`config.mk`:
```
export PLATFORM = sky130hd
export DESIGN_NAME = scpisr_status
export DESIGN_NICKNAME = d
export VERILOG_FILES = /design/src/logic/scpisr_pkg.sv /design/src/logic/scpisr_status.sv
export SDC_FILE = /design/constraint.sdc
export NUM_CORES = 1
export LEC_CHECK = 0
export BUFFER_PORTS_ARGS = -buffer_cell sky130_fd_sc_hd__buf_2
export CAP_MARGIN = 20
export CORE_MARGIN = 3
export CORE_UTILIZATION = 56
export DETAILED_ROUTE_END_ITERATION = 8
export GPL_ROUTABILITY_DRIVEN = 0
export GPL_TIMING_DRIVEN = 0
export MAX_ROUTING_LAYER = met4
export PLACE_DENSITY_LB_ADDON = 0.3
export SETUP_SLACK_MARGIN = 0.4
export SYNTH_ARGS = -nofsm -noshare
export SYNTH_HDL_FRONTEND = slang
export SYNTH_SLANG_ARGS = --single-unit
```
`constraint.sdc`:
```
create_clock -name sys_clk -period 1.8 [get_ports sys_clk]
set_clock_uncertainty 0.1 [all_clocks]
set_input_delay 0.54 -clock sys_clk [delete_from_list [all_inputs] [get_ports sys_clk]]
set_output_delay 0.54 -clock sys_clk [all_outputs]
set_load 0.03 [all_outputs]
```
`src/logic/scpisr_pkg.sv`:
```
// Constants, commands and carriers of the status-reporting block
package scpisr_pkg;

    // ------------------------------------------------------------
    // Questionable group field positions and reset values
    // ------------------------------------------------------------
    localparam int          QB_PROT        = 0;
    localparam int          QB_FREQ        = 5;
    localparam int          QB_SEQ         = 10;
    localparam logic [15:0] QEV_RST        = 16'h0000;
    localparam logic [15:0] QEN_RST        = 16'h0000;
    localparam logic [15:0] QRISE_RST      = 16'hFFFF;
    localparam logic [15:0] QFALL_RST      = 16'h0000;

    // ------------------------------------------------------------
    // Status byte field positions and reset values
    // ------------------------------------------------------------
    localparam int          SB_ERRQ        = 2;
    localparam int          SB_QUES        = 3;
    localparam int          SB_MAV         = 4;
    localparam int          SB_ESB         = 5;
    localparam int          SB_MSS         = 6;
    localparam int          SB_OPER        = 7;
    localparam logic [7:0]  SB_RST         = 8'h00;
    localparam logic [7:0]  SRE_RST        = 8'h00;
    localparam logic [7:0]  SB_NO_MSS      = 8'hBF;

    // ------------------------------------------------------------
    // Status commands and carriers
    // ------------------------------------------------------------
    typedef enum logic [3:0] {
        CMD_RD_STB   = 4'h0,
        CMD_RD_SRE   = 4'h1,
        CMD_WR_SRE   = 4'h2,
        CMD_RD_QCOND = 4'h3,
        CMD_RD_QEVEN = 4'h4,
        CMD_RD_QENAB = 4'h5,
        CMD_WR_QENAB = 4'h6,
        CMD_RD_QNTR  = 4'h7,
        CMD_WR_QNTR  = 4'h8,
        CMD_RD_QPTR  = 4'h9,
        CMD_WR_QPTR  = 4'hA,
        CMD_CLS      = 4'hB,
        CMD_PRES     = 4'hC
    } scpisr_op_t;

    typedef struct packed {
        logic        valid;
        scpisr_op_t  op;
        logic [15:0] data;
    } scpisr_cmd_t;

    typedef struct packed {
        logic        valid;
        logic [15:0] data;
    } scpisr_rsp_t;

    typedef struct packed {
        logic prot_off;
        logic freq_invalid;
        logic seq_error;
        logic err_queue;
        logic msg_avail;
        logic std_event;
        logic oper_sum;
    } scpisr_mon_t;

endpackage

```
`src/logic/scpisr_status.sv`:
```
// Status byte and questionable register group with command port
`timescale 1ns/1ps

module scpisr_status
    import scpisr_pkg::*;
(
    // Clock and reset
    input  wire logic        sys_clk,
    input  wire logic        arst_n,
    // Monitored instrument state, same clock domain
    input  wire scpisr_mon_t mon,
    // Status command port
    input  wire scpisr_cmd_t cmd,
    output scpisr_rsp_t      rsp,
    // Status byte and service request
    output logic [7:0]       status_summary_byte,
    output logic             srq
);

    // ------------------------------------------------------------
    // Register state
    // ------------------------------------------------------------
    logic [15:0] questionable_event;
    logic [15:0] questionable_enable;
    logic [15:0] questionable_rising_filter;
    logic [15:0] questionable_falling_filter;
    logic [15:0] prev_cond;
    logic [7:0]  sre;

    logic [15:0] next_event;
    logic [15:0] next_enable;
    logic [15:0] next_rising;
    logic [15:0] next_falling;
    logic [7:0]  next_sre;
    logic [7:0]  next_stb;
    logic        next_srq;
    scpisr_rsp_t next_rsp;

    logic [15:0] cond;
    logic [15:0] hits;
    logic [7:0]  base;
    logic        clr_ev;

    // ------------------------------------------------------------
    // Condition and transition detection
    // ------------------------------------------------------------
    // Undefined condition bits are tied low
    always_comb begin
        cond          = 16'h0000;
        cond[QB_PROT] = mon.prot_off;
        cond[QB_FREQ] = mon.freq_invalid;
        cond[QB_SEQ]  = mon.seq_error;
    end

    // Only enabled edge directions raise a hit
    assign hits = (cond & ~prev_cond & questionable_rising_filter)
                | (~cond & prev_cond & questionable_falling_filter);

    // ------------------------------------------------------------
    // Next-state computation
    // ------------------------------------------------------------
    // Set wins over clear so an edge in a clearing cycle is kept
    always_comb begin
        next_enable  = questionable_enable;
        next_rising  = questionable_rising_filter;
        next_falling = questionable_falling_filter;
        next_sre     = sre;
        next_rsp     = '0;
        clr_ev       = 1'b0;
        if (cmd.valid) begin
            next_rsp.valid = 1'b1;
            case (cmd.op)
                CMD_RD_STB:   next_rsp.data = {8'h00, status_summary_byte};
                CMD_RD_SRE:   next_rsp.data = {8'h00, sre};
                CMD_WR_SRE:   next_sre      = cmd.data[7:0];
                CMD_RD_QCOND: next_rsp.data = cond;
                CMD_RD_QEVEN: begin
                    next_rsp.data = questionable_event;
                    clr_ev        = 1'b1;
                end
                CMD_RD_QENAB: next_rsp.data = questionable_enable;
                CMD_WR_QENAB: next_enable   = cmd.data;
                CMD_RD_QNTR:  next_rsp.data = questionable_falling_filter;
                CMD_WR_QNTR:  next_falling  = cmd.data;
                CMD_RD_QPTR:  next_rsp.data = questionable_rising_filter;
                CMD_WR_QPTR:  next_rising   = cmd.data;
                CMD_CLS:      clr_ev        = 1'b1;
                CMD_PRES: begin
                    clr_ev       = 1'b1;
                    next_enable  = QEN_RST;
                    next_rising  = QRISE_RST;
                    next_falling = QFALL_RST;
                end
                default:      next_rsp.data = 16'h0000;
            endcase
        end
        next_event = (clr_ev ? QEV_RST : questionable_event)
                   | hits;
    end

    // Status bits selected for service, master summary bit excluded
    function automatic logic [7:0] srq_sel(input logic [7:0] bits,
                                           input logic [7:0] mask);
        return bits & mask & SB_NO_MSS;
    endfunction

    // Summary built from next values so it tracks in the same edge
    always_comb begin
        base          = 8'h00;
        base[SB_ERRQ] = mon.err_queue;
        base[SB_QUES] = |(next_event & next_enable);
        base[SB_MAV]  = mon.msg_avail;
        base[SB_ESB]  = mon.std_event;
        base[SB_OPER] = mon.oper_sum;
        next_stb          = base;
        next_stb[SB_MSS]  = |srq_sel(base, next_sre);
        // Request only on a fresh rise of a selected bit
        next_srq = |(srq_sel(base, next_sre)
                     & ~status_summary_byte);
    end

    // ------------------------------------------------------------
    // State registers
    // ------------------------------------------------------------
    always_ff @(posedge sys_clk or negedge arst_n) begin
        if (!arst_n) begin
            questionable_event          <= QEV_RST;
            questionable_enable         <= QEN_RST;
            questionable_rising_filter  <= QRISE_RST;
            questionable_falling_filter <= QFALL_RST;
            prev_cond                   <= 16'h0000;
            sre                         <= SRE_RST;
            status_summary_byte         <= SB_RST;
            srq                         <= 1'b0;
            rsp                         <= '0;
        end else begin
            questionable_event          <= next_event;
            questionable_enable         <= next_enable;
            questionable_rising_filter  <= next_rising;
            questionable_falling_filter <= next_falling;
            prev_cond                   <= cond;
            sre                         <= next_sre;
            status_summary_byte         <= next_stb;
            srq                         <= next_srq;
            rsp                         <= next_rsp;
        end
    end
endmodule

```
==> impl_metrics.toml, run 1 <==
[floorplanning]
initial_utilization_pct = 59.7
dieArea_um2 = 8600
rows = 30
boundaryPins = 56
die_w_um = 92.7
core_um2 = 7060
die-height_um = 92.7

[timing]
setup_tns_ns = -5.11
period_share_pct = 127
fmax_mhz = 439
finalSetupViolCount = 19
fin_ws_ns = -0.478
fin_crit_ns = 2.28
slew_viol_final = 0
worst_pin_slew_ns = 0.839
report.final.hold_viol_count = 0
rsz0062_at_grt = "yes"
relSlewSlack_pct = 43.6

[cts]
htreeDepth = 3
clk_latency_ns = 0.38
cts_num_sinks = 99
cts_max_path_buffers = 2
root_buffer = "clkbuf_8"
holdBufCountCts = 0
numCtsBuffers = 9
cts_tree = "built"
clk_pin_slew_ns = 0.09

[synthesis]
synth_cell_types = 40
yosysWarningCount = 0
syn_inst = 393
avgSynthCellArea_um2 = 10.7
ys_seq_area_share_pct = 59.3
ys_seq_elements = 99
synth_area_um2 = 4210
synth_top_area_cell = "dfrtp_1"
netlist.area_leader.share_pct = 49.3
synth_area_leaders = "dfrtp_1 (49%), dfstp_2 (10%), a22oi_1 (6.9%)"

[power]
vdd_drop_max_uv = 801
power.density_nw_per_um2 = 962
cellLeakagePower_nw = 2.72

[route]
final_antenna_net_count = 0
viasPerCell = 6.77
drc = 0
drt_iter0_markers = 557
via_count = 4053
drt-total-wl_mm = 15.2
dr.pass1.iters = 6
drt-wirelength-per-cell_um = 25.4

[global_route]
antenna_found_initial = 0
grt-ovfl-total = 0
grt_max_degree = 61
grt_pass1_wl_mm = 20.5
first_global_vias = 3813
grtUsageTotal_pct = 32.8

[run_status]
status = "complete, but fails checks"
violations = "setup timing"

[cells_and_area]
syn2layout_area_growth_pct = 41.0
final_util_pct = 84.2
nets = 528
diodes = 0
final_common_cell = "dfrtp_1"
drive_above_1_share_pct = 42.7
final_cell_mix = "dfrtp_1 (83), nand2_1 (44), buf_6 (42)"

[critical_path]
arrival_ns = 2.43
startpoint_type = "input port"
crit_required_ns = 1.95
r2r_cells = 7
cp-startpoint = "cmd[17]"
r2r_start = "questionable_falling_filter[10]$_DFFE_PN0P_"
reg2reg_slack_ns = 0.01
crit_type = "input port to register"
reg2reg_to = "srq$_DFF_PN0_"
critPathMaxFanout = 7
endpoint_kind = "register"

[placed_design]
dp_hpwl_mm = 7.58
pre_cts_ws_ns = -0.946
port_buffers = 52

[min_path]
min_path_type = "input port to async pin"

[job]
max-cap-violations = 0
[power by group]
group	switching [mW]	total (mW)	internal [mW]	leakage, nW
clock network	0.776	1.64	0.860	0.117
registers	0.273	2.88	2.61	1.25
logic	0.651	1.20	0.549	1.35
[flip-flops by register name (all words and copies together), names as in the netlist]
register	count
questionable_rising_filter	16
srq	1
rsp	17
status_summary_byte	6
prev_cond	3
questionable_falling_filter	16
sre	8
questionable_enable	16
questionable_event	16
[how the worst max path moves through the flow]
stage | to | slack (ns)
after global routing | srq$_DFF_PN0_ | -0.46
after floorplan | status_summary_byte[6]$_DFF_PN0_ | -0.35
after global placement | rsp[4]$_DFF_PN0_ | -0.89
final | srq$_DFF_PN0_ | -0.48
after CTS | srq$_DFF_PN0_ | -0.30
after detailed placement | status_summary_byte[6]$_DFF_PN0_ | -0.95
[worst max-delay path, stage by stage]
cell and delay, ns:
buf_12 0.11, and3b_1 0.17, nor2b_4 0.13, buf_6 0.12, buf_8 0.13, buf_6 0.13, a22o_1 0.28, a22oi_2 0.19
nand4_1 0.21, nor3_4 0.31, o31ai_1 0.10
[cells in the mapped netlist, drive strengths merged]
library cell   n
xnor2          1
and4b          1
nor3b          2
o31ai          1
a222oi         2
a21o           3
nor2b         10
conb           1
dfstp         16
nand4b         1
mux2i          6
a31oi          8
nand4          1
o21ai         24
a21oi         25
xor2           1
nand2b         4
a221oi         1
buf           13
and3b          1
nand3          2
dfrtp         83
mux2           3
a22oi         40
nor3           5
clkbuf        11
and2          13
nor2          39
a22o          16
nand2         45
inv            6
nand3b         5
nor4           3
[area by class of cell]
cell class                      instances  area (um2)
Inverter                                6        22.5
Timing Repair Buffer                   93         865
Tap cell                               96         120
Sequential cell                        99        2500
Clock buffer                           12         155
Multi-Input combinational cell        265        1920
Clock inverter                          4        73.8
Buffer                                 24         292
Fill cell                             349        1120
[repair_timing]
action	in CTS	in global routing
buffers inserted	24	11
setup endpoints to repair	93	95
pin swaps	17	8
cloned	3	2
resized for setup	99	76
[kinds of logic after synthesis]
kind of cell,count (synthesis),share of synthesized area (%)
muxes,9,2.23
buffers and inverters,30,3.68
AOI/OAI and AO/OA,120,19.1
other,1,0.0890
and+or+nand+nor,132,15.3
DFF,99,59.3
xor gates and xnor gates,2,0.416
[layer usage]
metal | routed length (um) | GRT usage [%] | part of all wire, % | vias to the layer above
li1 | - | - | - | 1604
met1 | 5200 | 40.8 | 34 | 1961
met2 | 7080 | 50.5 | 47 | 376
met3 | 1920 | 8.61 | 13 | 112
met4 | 977 | 15.1 | 6.4 | 0
met5 | 0 | - | 0 | -
[per-stage QoR]
step | hold slack (ns) | power, mW | cells | instance area [um2]
3_5_place_dp | 0.371 | 3.63 | 543 | 4740
4_1_cts | 0.0562 | 5.37 | 586 | 5560
5_1_grt | 0.0682 | 5.90 | 599 | 5940
6_report | 0.0414 | 5.72 | 599 | 5940
2_1_floorplan | 0.144 | 3.31 | 394 | 4330
3_3_place_gp | 0.362 | 3.57 | 542 | 4710
Note: power is estimated with default switching activity, not from simulation.
==> inputs of run 2 (changes only) <==
--- a/config.mk
+++ b/config.mk
@@ -6,9 +6,9 @@
 export NUM_CORES = 1
 export LEC_CHECK = 0
 export BUFFER_PORTS_ARGS = -buffer_cell sky130_fd_sc_hd__buf_2
-export CAP_MARGIN = 20
+export CAP_MARGIN = 5
 export CORE_MARGIN = 3
-export CORE_UTILIZATION = 56
+export CORE_UTILIZATION = 48
 export DETAILED_ROUTE_END_ITERATION = 8
 export GPL_ROUTABILITY_DRIVEN = 0
 export GPL_TIMING_DRIVEN = 0
==> impl_metrics.toml, run 2 (synthesis gave the netlist of run 1 again) <==
[power]
switching_share_pct = 30.8
power_frac_seq_pct = 49.7
vdd_drop_max_uv = 595
p_comb_share_pct = 22.0
power_mw = 5.82
intPower_mw = 4.03
cellLeakagePower_nw = 2.85
clkPwrFrac_pct = 28.2
power.density_nw_per_um2 = 913
switchingPower_mw = 1.79

[job]
max-cap-violations = 0

[min_path]
min_path_type = "input port to async pin"

[critical_path]
path_delay_family = "simple AND/OR/NAND/NOR gates"
slowest_delay_ns = 0.32
reg2reg_slack_ns = -0.05
arrival_ns = 2.40
endpoint_kind = "register"
path_cells = "buf_12, and3b_1, nor2b_4, buf_6, buf_4, a22o_1, a22oi_2, nand3_2, nor3_4, o31ai_1"
crit_required_ns = 1.94
cp-startpoint = "cmd[17]"
crit_type = "input port to register"
r2r_cells = 7
startpoint_type = "input port"
r2r_start = "questionable_falling_filter[0]$_DFFE_PN0P_"
slowest_stage = "a22oi_2"
reg2reg_to = "srq$_DFF_PN0_"
critPathMaxFanout = 6
path_buf_inv = 3

[cells_and_area]
largest_reg_flops = 17
final_common_cell = "dfrtp_1"
syn2layout_area_growth_pct = 51.4
final_util_pct = 76.1
diodes = 0
drive_above_1_share_pct = 50.2
nets = 543
top_register = "rsp"
final_cell_mix = "dfrtp_1 (83), buf_6 (51), nand2_1 (41)"

[cts]
htreeDepth = 3
clk_latency_ns = 0.37
clk_pin_slew_ns = 0.10
cts_tree = "built"
holdBufCountCts = 0
numCtsBuffers = 9
root_buffer = "clkbuf_8"
cts_max_path_buffers = 2
cts_num_sinks = 99

[global_route]
use_met3_pct = 5.54
grt_max_degree = 57
grtUsageMet2_pct = 43.7
antenna_found_initial = 0
grt-ovfl-total = 0
top_usage_layer = "met2"
grtUsageMet1_pct = 35.6
first_global_vias = 3919
grt_pass1_wl_mm = 20.7
grtUsageTotal_pct = 27.9

[timing]
relSlewSlack_pct = 60.3
slew_viol_final = 0
fin_ws_ns = -0.466
fin_crit_ns = 2.27
setup_tns_ns = -1.35
period_share_pct = 126
fmax_mhz = 441
finalSetupViolCount = 4
worst_pin_slew_ns = 0.596
report.final.hold_viol_count = 0
rsz0062_at_grt = "yes"

[route]
final_antenna_net_count = 0
viasPerCell = 6.52
via_count = 4063
drc = 0
drt-total-wl_mm = 15.5
drt-wirelength-per-cell_um = 24.9
drt_iter0_markers = 517
dr.pass1.iters = 6

[floorplanning]
die-height_um = 99.7
dieArea_um2 = 9940
initial_utilization_pct = 50.3
rows = 33
boundaryPins = 56
die_w_um = 99.7
core_um2 = 8380

[run_status]
status = "complete, but fails checks"
violations = "setup timing"

[placed_design]
port_buffers = 52
pre_cts_ws_ns = -0.942
dp_hpwl_mm = 7.63
==> run 2: changes by cell type in the layout (fill, tap and decap cells not counted), sizes merged <==
cell | previous run | this run
clkinvlp | 0 | 2
buf | 107 | 124
clkbuf | 22 | 18
==> run 2: repair_timing <==
item / 4_1_cts / 5_1_grt
pin swaps: 20 / 48
gates resized for setup: 140 / 106
setup buffers: 29 / 21
cloned: 3 / 2
setup endpoints to repair: 93 / 100
==> run 2: through the flow <==
step | std cells | hold WS (ns) | cell area (um2)
finish | 623 | 0.0659 | 6380
global route | 623 | 0.107 | 6380
CTS | 600 | 0.0915 | 5770
detailed placement | 552 | 0.372 | 4750
global placement | 551 | 0.362 | 4720
floorplan | 394 | 0.144 | 4330
==> run 2: layer usage <==
metal	share of wire, %	vias up
li1	-	1644
met1	37	1983
met2	48	349
met3	9.6	87
met4	5.8	0
met5	0	-
==> run 2: how the worst max path moves through the flow <==
stage / to / slack, ns / cells past startpoint
final: srq$_DFF_PN0_ / -0.47 / 10
after global routing: srq$_DFF_PN0_ / -0.50 / 10
after CTS: srq$_DFF_PN0_ / -0.33 / 12
after detailed placement: rsp[1]$_DFF_PN0_ / -0.94 / 6
after global placement: rsp[1]$_DFF_PN0_ / -0.94 / 6
after floorplan: status_summary_byte[6]$_DFF_PN0_ / -0.35 / 10
==> run 2: power groups by stage <==
stage / Clock [mW] / Combinational (mW) / Sequential, mW
2_1_floorplan: 0 / 0.465 / 2.85
3_3_place_gp: 0 / 0.776 / 2.80
3_5_place_dp: 0 / 0.811 / 2.81
4_1_cts: 1.60 / 1.06 / 2.82
5_1_grt: 1.73 / 1.36 / 2.92
6_report: 1.64 / 1.28 / 2.90
==> run 2: cell type report <==
class	count	area (um2)
inverter	6	22.5
tap	105	131
buffer	24	333
timing repair buffer	108	1060
clock inverter	6	88.8
sequential	99	2500
multi-input combinational	265	2100
clock buffer	10	138
fill	491	2000
==> run 2: worst reg2reg max path, delay by kind of cell, from the launching register on <==
kind	cells	cell delay, ns
compound gates	4	0.66
flops	1	0.43
simple gates	3	0.55
==> inputs of run 3 (changes only) <==
--- a/config.mk
+++ b/config.mk
@@ -7,7 +7,7 @@
 export LEC_CHECK = 0
 export BUFFER_PORTS_ARGS = -buffer_cell sky130_fd_sc_hd__buf_2
 export CAP_MARGIN = 5
-export CORE_MARGIN = 3
+export CORE_MARGIN = 2
 export CORE_UTILIZATION = 48
 export DETAILED_ROUTE_END_ITERATION = 8
 export GPL_ROUTABILITY_DRIVEN = 0
==> impl_metrics.toml, run 3 (synthesis gave the netlist of run 1 again) <==
[power]
p_comb_share_pct = 21.0
switchingPower_mw = 1.83
vdd_drop_max_uv = 633
cellLeakagePower_nw = 2.83
intPower_mw = 3.69
switching_share_pct = 33.2
clkPwrFrac_pct = 27.6
power.density_nw_per_um2 = 891
power_frac_seq_pct = 51.4

[route]
drt-wirelength-per-cell_um = 23.5
via_count = 4025
drt-total-wl_mm = 14.7
dr.pass1.iters = 5
viasPerCell = 6.44
drc = 0
final_antenna_net_count = 0
drt_iter0_markers = 466

[critical_path]
reg2reg_to = "srq$_DFF_PN0_"
critPathMaxFanout = 6
cpMostUsedCell = "buf_6"
path_buf_inv = 4
r2r_cells = 7
path_delay_family = "simple AND/OR/NAND/NOR gates"
crit_required_ns = 1.97
slowest_stage = "nor3_4"
crit_type = "input port to register"
path_cells = "buf_12, and3b_1, nor2b_4, buf_6, buf_6, buf_6, a22o_1, a22oi_1, nand2_1, nor3_4, o31ai_1"
reg2reg_slack_ns = 0.06
r2r_start = "questionable_falling_filter[10]$_DFFE_PN0P_"
endpoint_kind = "register"
slowest_delay_ns = 0.30
arrival_ns = 2.30
startpoint_type = "input port"

[run_status]
violations = "setup timing"
status = "complete, but fails checks"

[placed_design]
dp_hpwl_mm = 7.53
port_buffers = 52
pre_cts_ws_ns = -0.990
placed_area_um2 = 4750

[cells_and_area]
ff_latch_area_um2 = 2500
drive_above_1_share_pct = 45.5
final_cell_mix = "dfrtp_1 (83), buf_6 (45), nand2_1 (42)"
num-fill-cells = 557
final_util_pct = 71.8
final_common_cell = "dfrtp_1"
nets = 542
syn2layout_area_growth_pct = 47.2
finish.instance_area_um2 = 6200
largest_reg_flops = 17
multi_input_area_um2 = 1940
diodes = 0
top_register = "rsp"

[global_route]
grt_pass1_wl_mm = 19.7
grt-ovfl-total = 0
antenna_found_initial = 0
first_global_vias = 3685
grtUsageTotal_pct = 27.8
grt_max_degree = 62

[cts]
root_buffer = "clkbuf_8"
numCtsBuffers = 9
cts_num_sinks = 99
cts_tree = "built"
clk_pin_slew_ns = 0.11
htreeDepth = 3
cts_max_path_buffers = 2
clk_latency_ns = 0.40

[job]
max-cap-violations = 0

[timing]
fin_crit_ns = 2.13
fmax_mhz = 469
worst_pin_slew_ns = 0.527
relSlewSlack_pct = 64.9
slew_viol_final = 0
period_share_pct = 118
fin_ws_ns = -0.330
rsz0062_at_grt = "yes"
finalSetupViolCount = 3
report.final.hold_viol_count = 0
worst_hold_slack_ns = 0.0127

[floorplanning]
die_w_um = 97.7
initial_utilization_pct = 48.8
boundaryPins = 56
core_um2 = 8640
rows = 34
dieArea_um2 = 9540
die-height_um = 97.7

[min_path]
min_path_type = "input port to async pin"
==> run 3: worst max path at each step <==
stage,slack (ns),startpoint,cells after the start,endpoint
2_1_floorplan,-0.35,cmd[17],10,status_summary_byte[6]$_DFF_PN0_
3_3_place_gp,-1.0,cmd[19],6,rsp[1]$_DFF_PN0_
3_5_place_dp,-0.99,cmd[19],6,rsp[1]$_DFF_PN0_
4_1_cts,-0.26,cmd[17],10,srq$_DFF_PN0_
5_1_grt,-0.39,cmd[17],11,srq$_DFF_PN0_
6_report,-0.33,cmd[17],11,srq$_DFF_PN0_
==> run 3: area by class of cell <==
cell class                 instances  share of cell area (%)
buffer                            24                    5.43
clock buffer                       9                    2.00
clock inverter                     7                    1.19
inverter                           6                   0.363
tap                              108                    2.18
multi-input combinational        265                    31.3
timing repair buffer             107                    17.3
sequential                        99                    40.3
==> run 3: per-layer routing <==
metal | vias to the layer above | wire length [um] | track usage (%) | part of all wire (%)
met1 | 1977 | 5450 | 38.4 | 37
met5 | - | 0 | - | 0
met3 | 82 | 1580 | 3.74 | 11
li1 | 1645 | - | - | -
met4 | 0 | 717 | 14.4 | 4.9
met2 | 321 | 6960 | 40.4 | 47
==> run 3: repair_timing <==
item / 4_1_cts / 5_1_grt
hold buffers: 0 / 0
setup buffers: 18 / 30
endpoints found under the setup margin: 91 / 76
resized for setup: 90 / 113
pin swaps: 14 / 31
cloned: 3 / 3
==> run 3: power groups by stage <==
| stage | combinational [mW] | clock, mW | sequential (mW) |
|---|---|---|---|
| final | 1.16 | 1.53 | 2.84 |
| after detailed placement | 0.804 | 0 | 2.82 |
| after global placement | 0.775 | 0 | 2.80 |
| after global routing | 1.23 | 1.60 | 2.87 |
| after floorplan | 0.465 | 0 | 2.85 |
| after CTS | 0.950 | 1.48 | 2.78 |
==> run 3: worst register-to-register path, stage by stage, from the launching register on <==
cell      delay [ns]
dfrtp_1         0.42
nand3b_1        0.09
o21ai_0         0.10
a21o_1          0.20
a22oi_2         0.18
nand3_1         0.14
nor3_4          0.28
o31ai_1         0.10
==> run 3: stage by stage <==
stage	TNS (ns)	power, mW	std cells
final	-0.936	5.52	625
after CTS	-3.05	5.21	592
after global routing	-1.13	5.71	625
after floorplan	-2.72	3.31	394
after global placement	-104.70	3.58	554
after detailed placement	-23.46	3.62	555
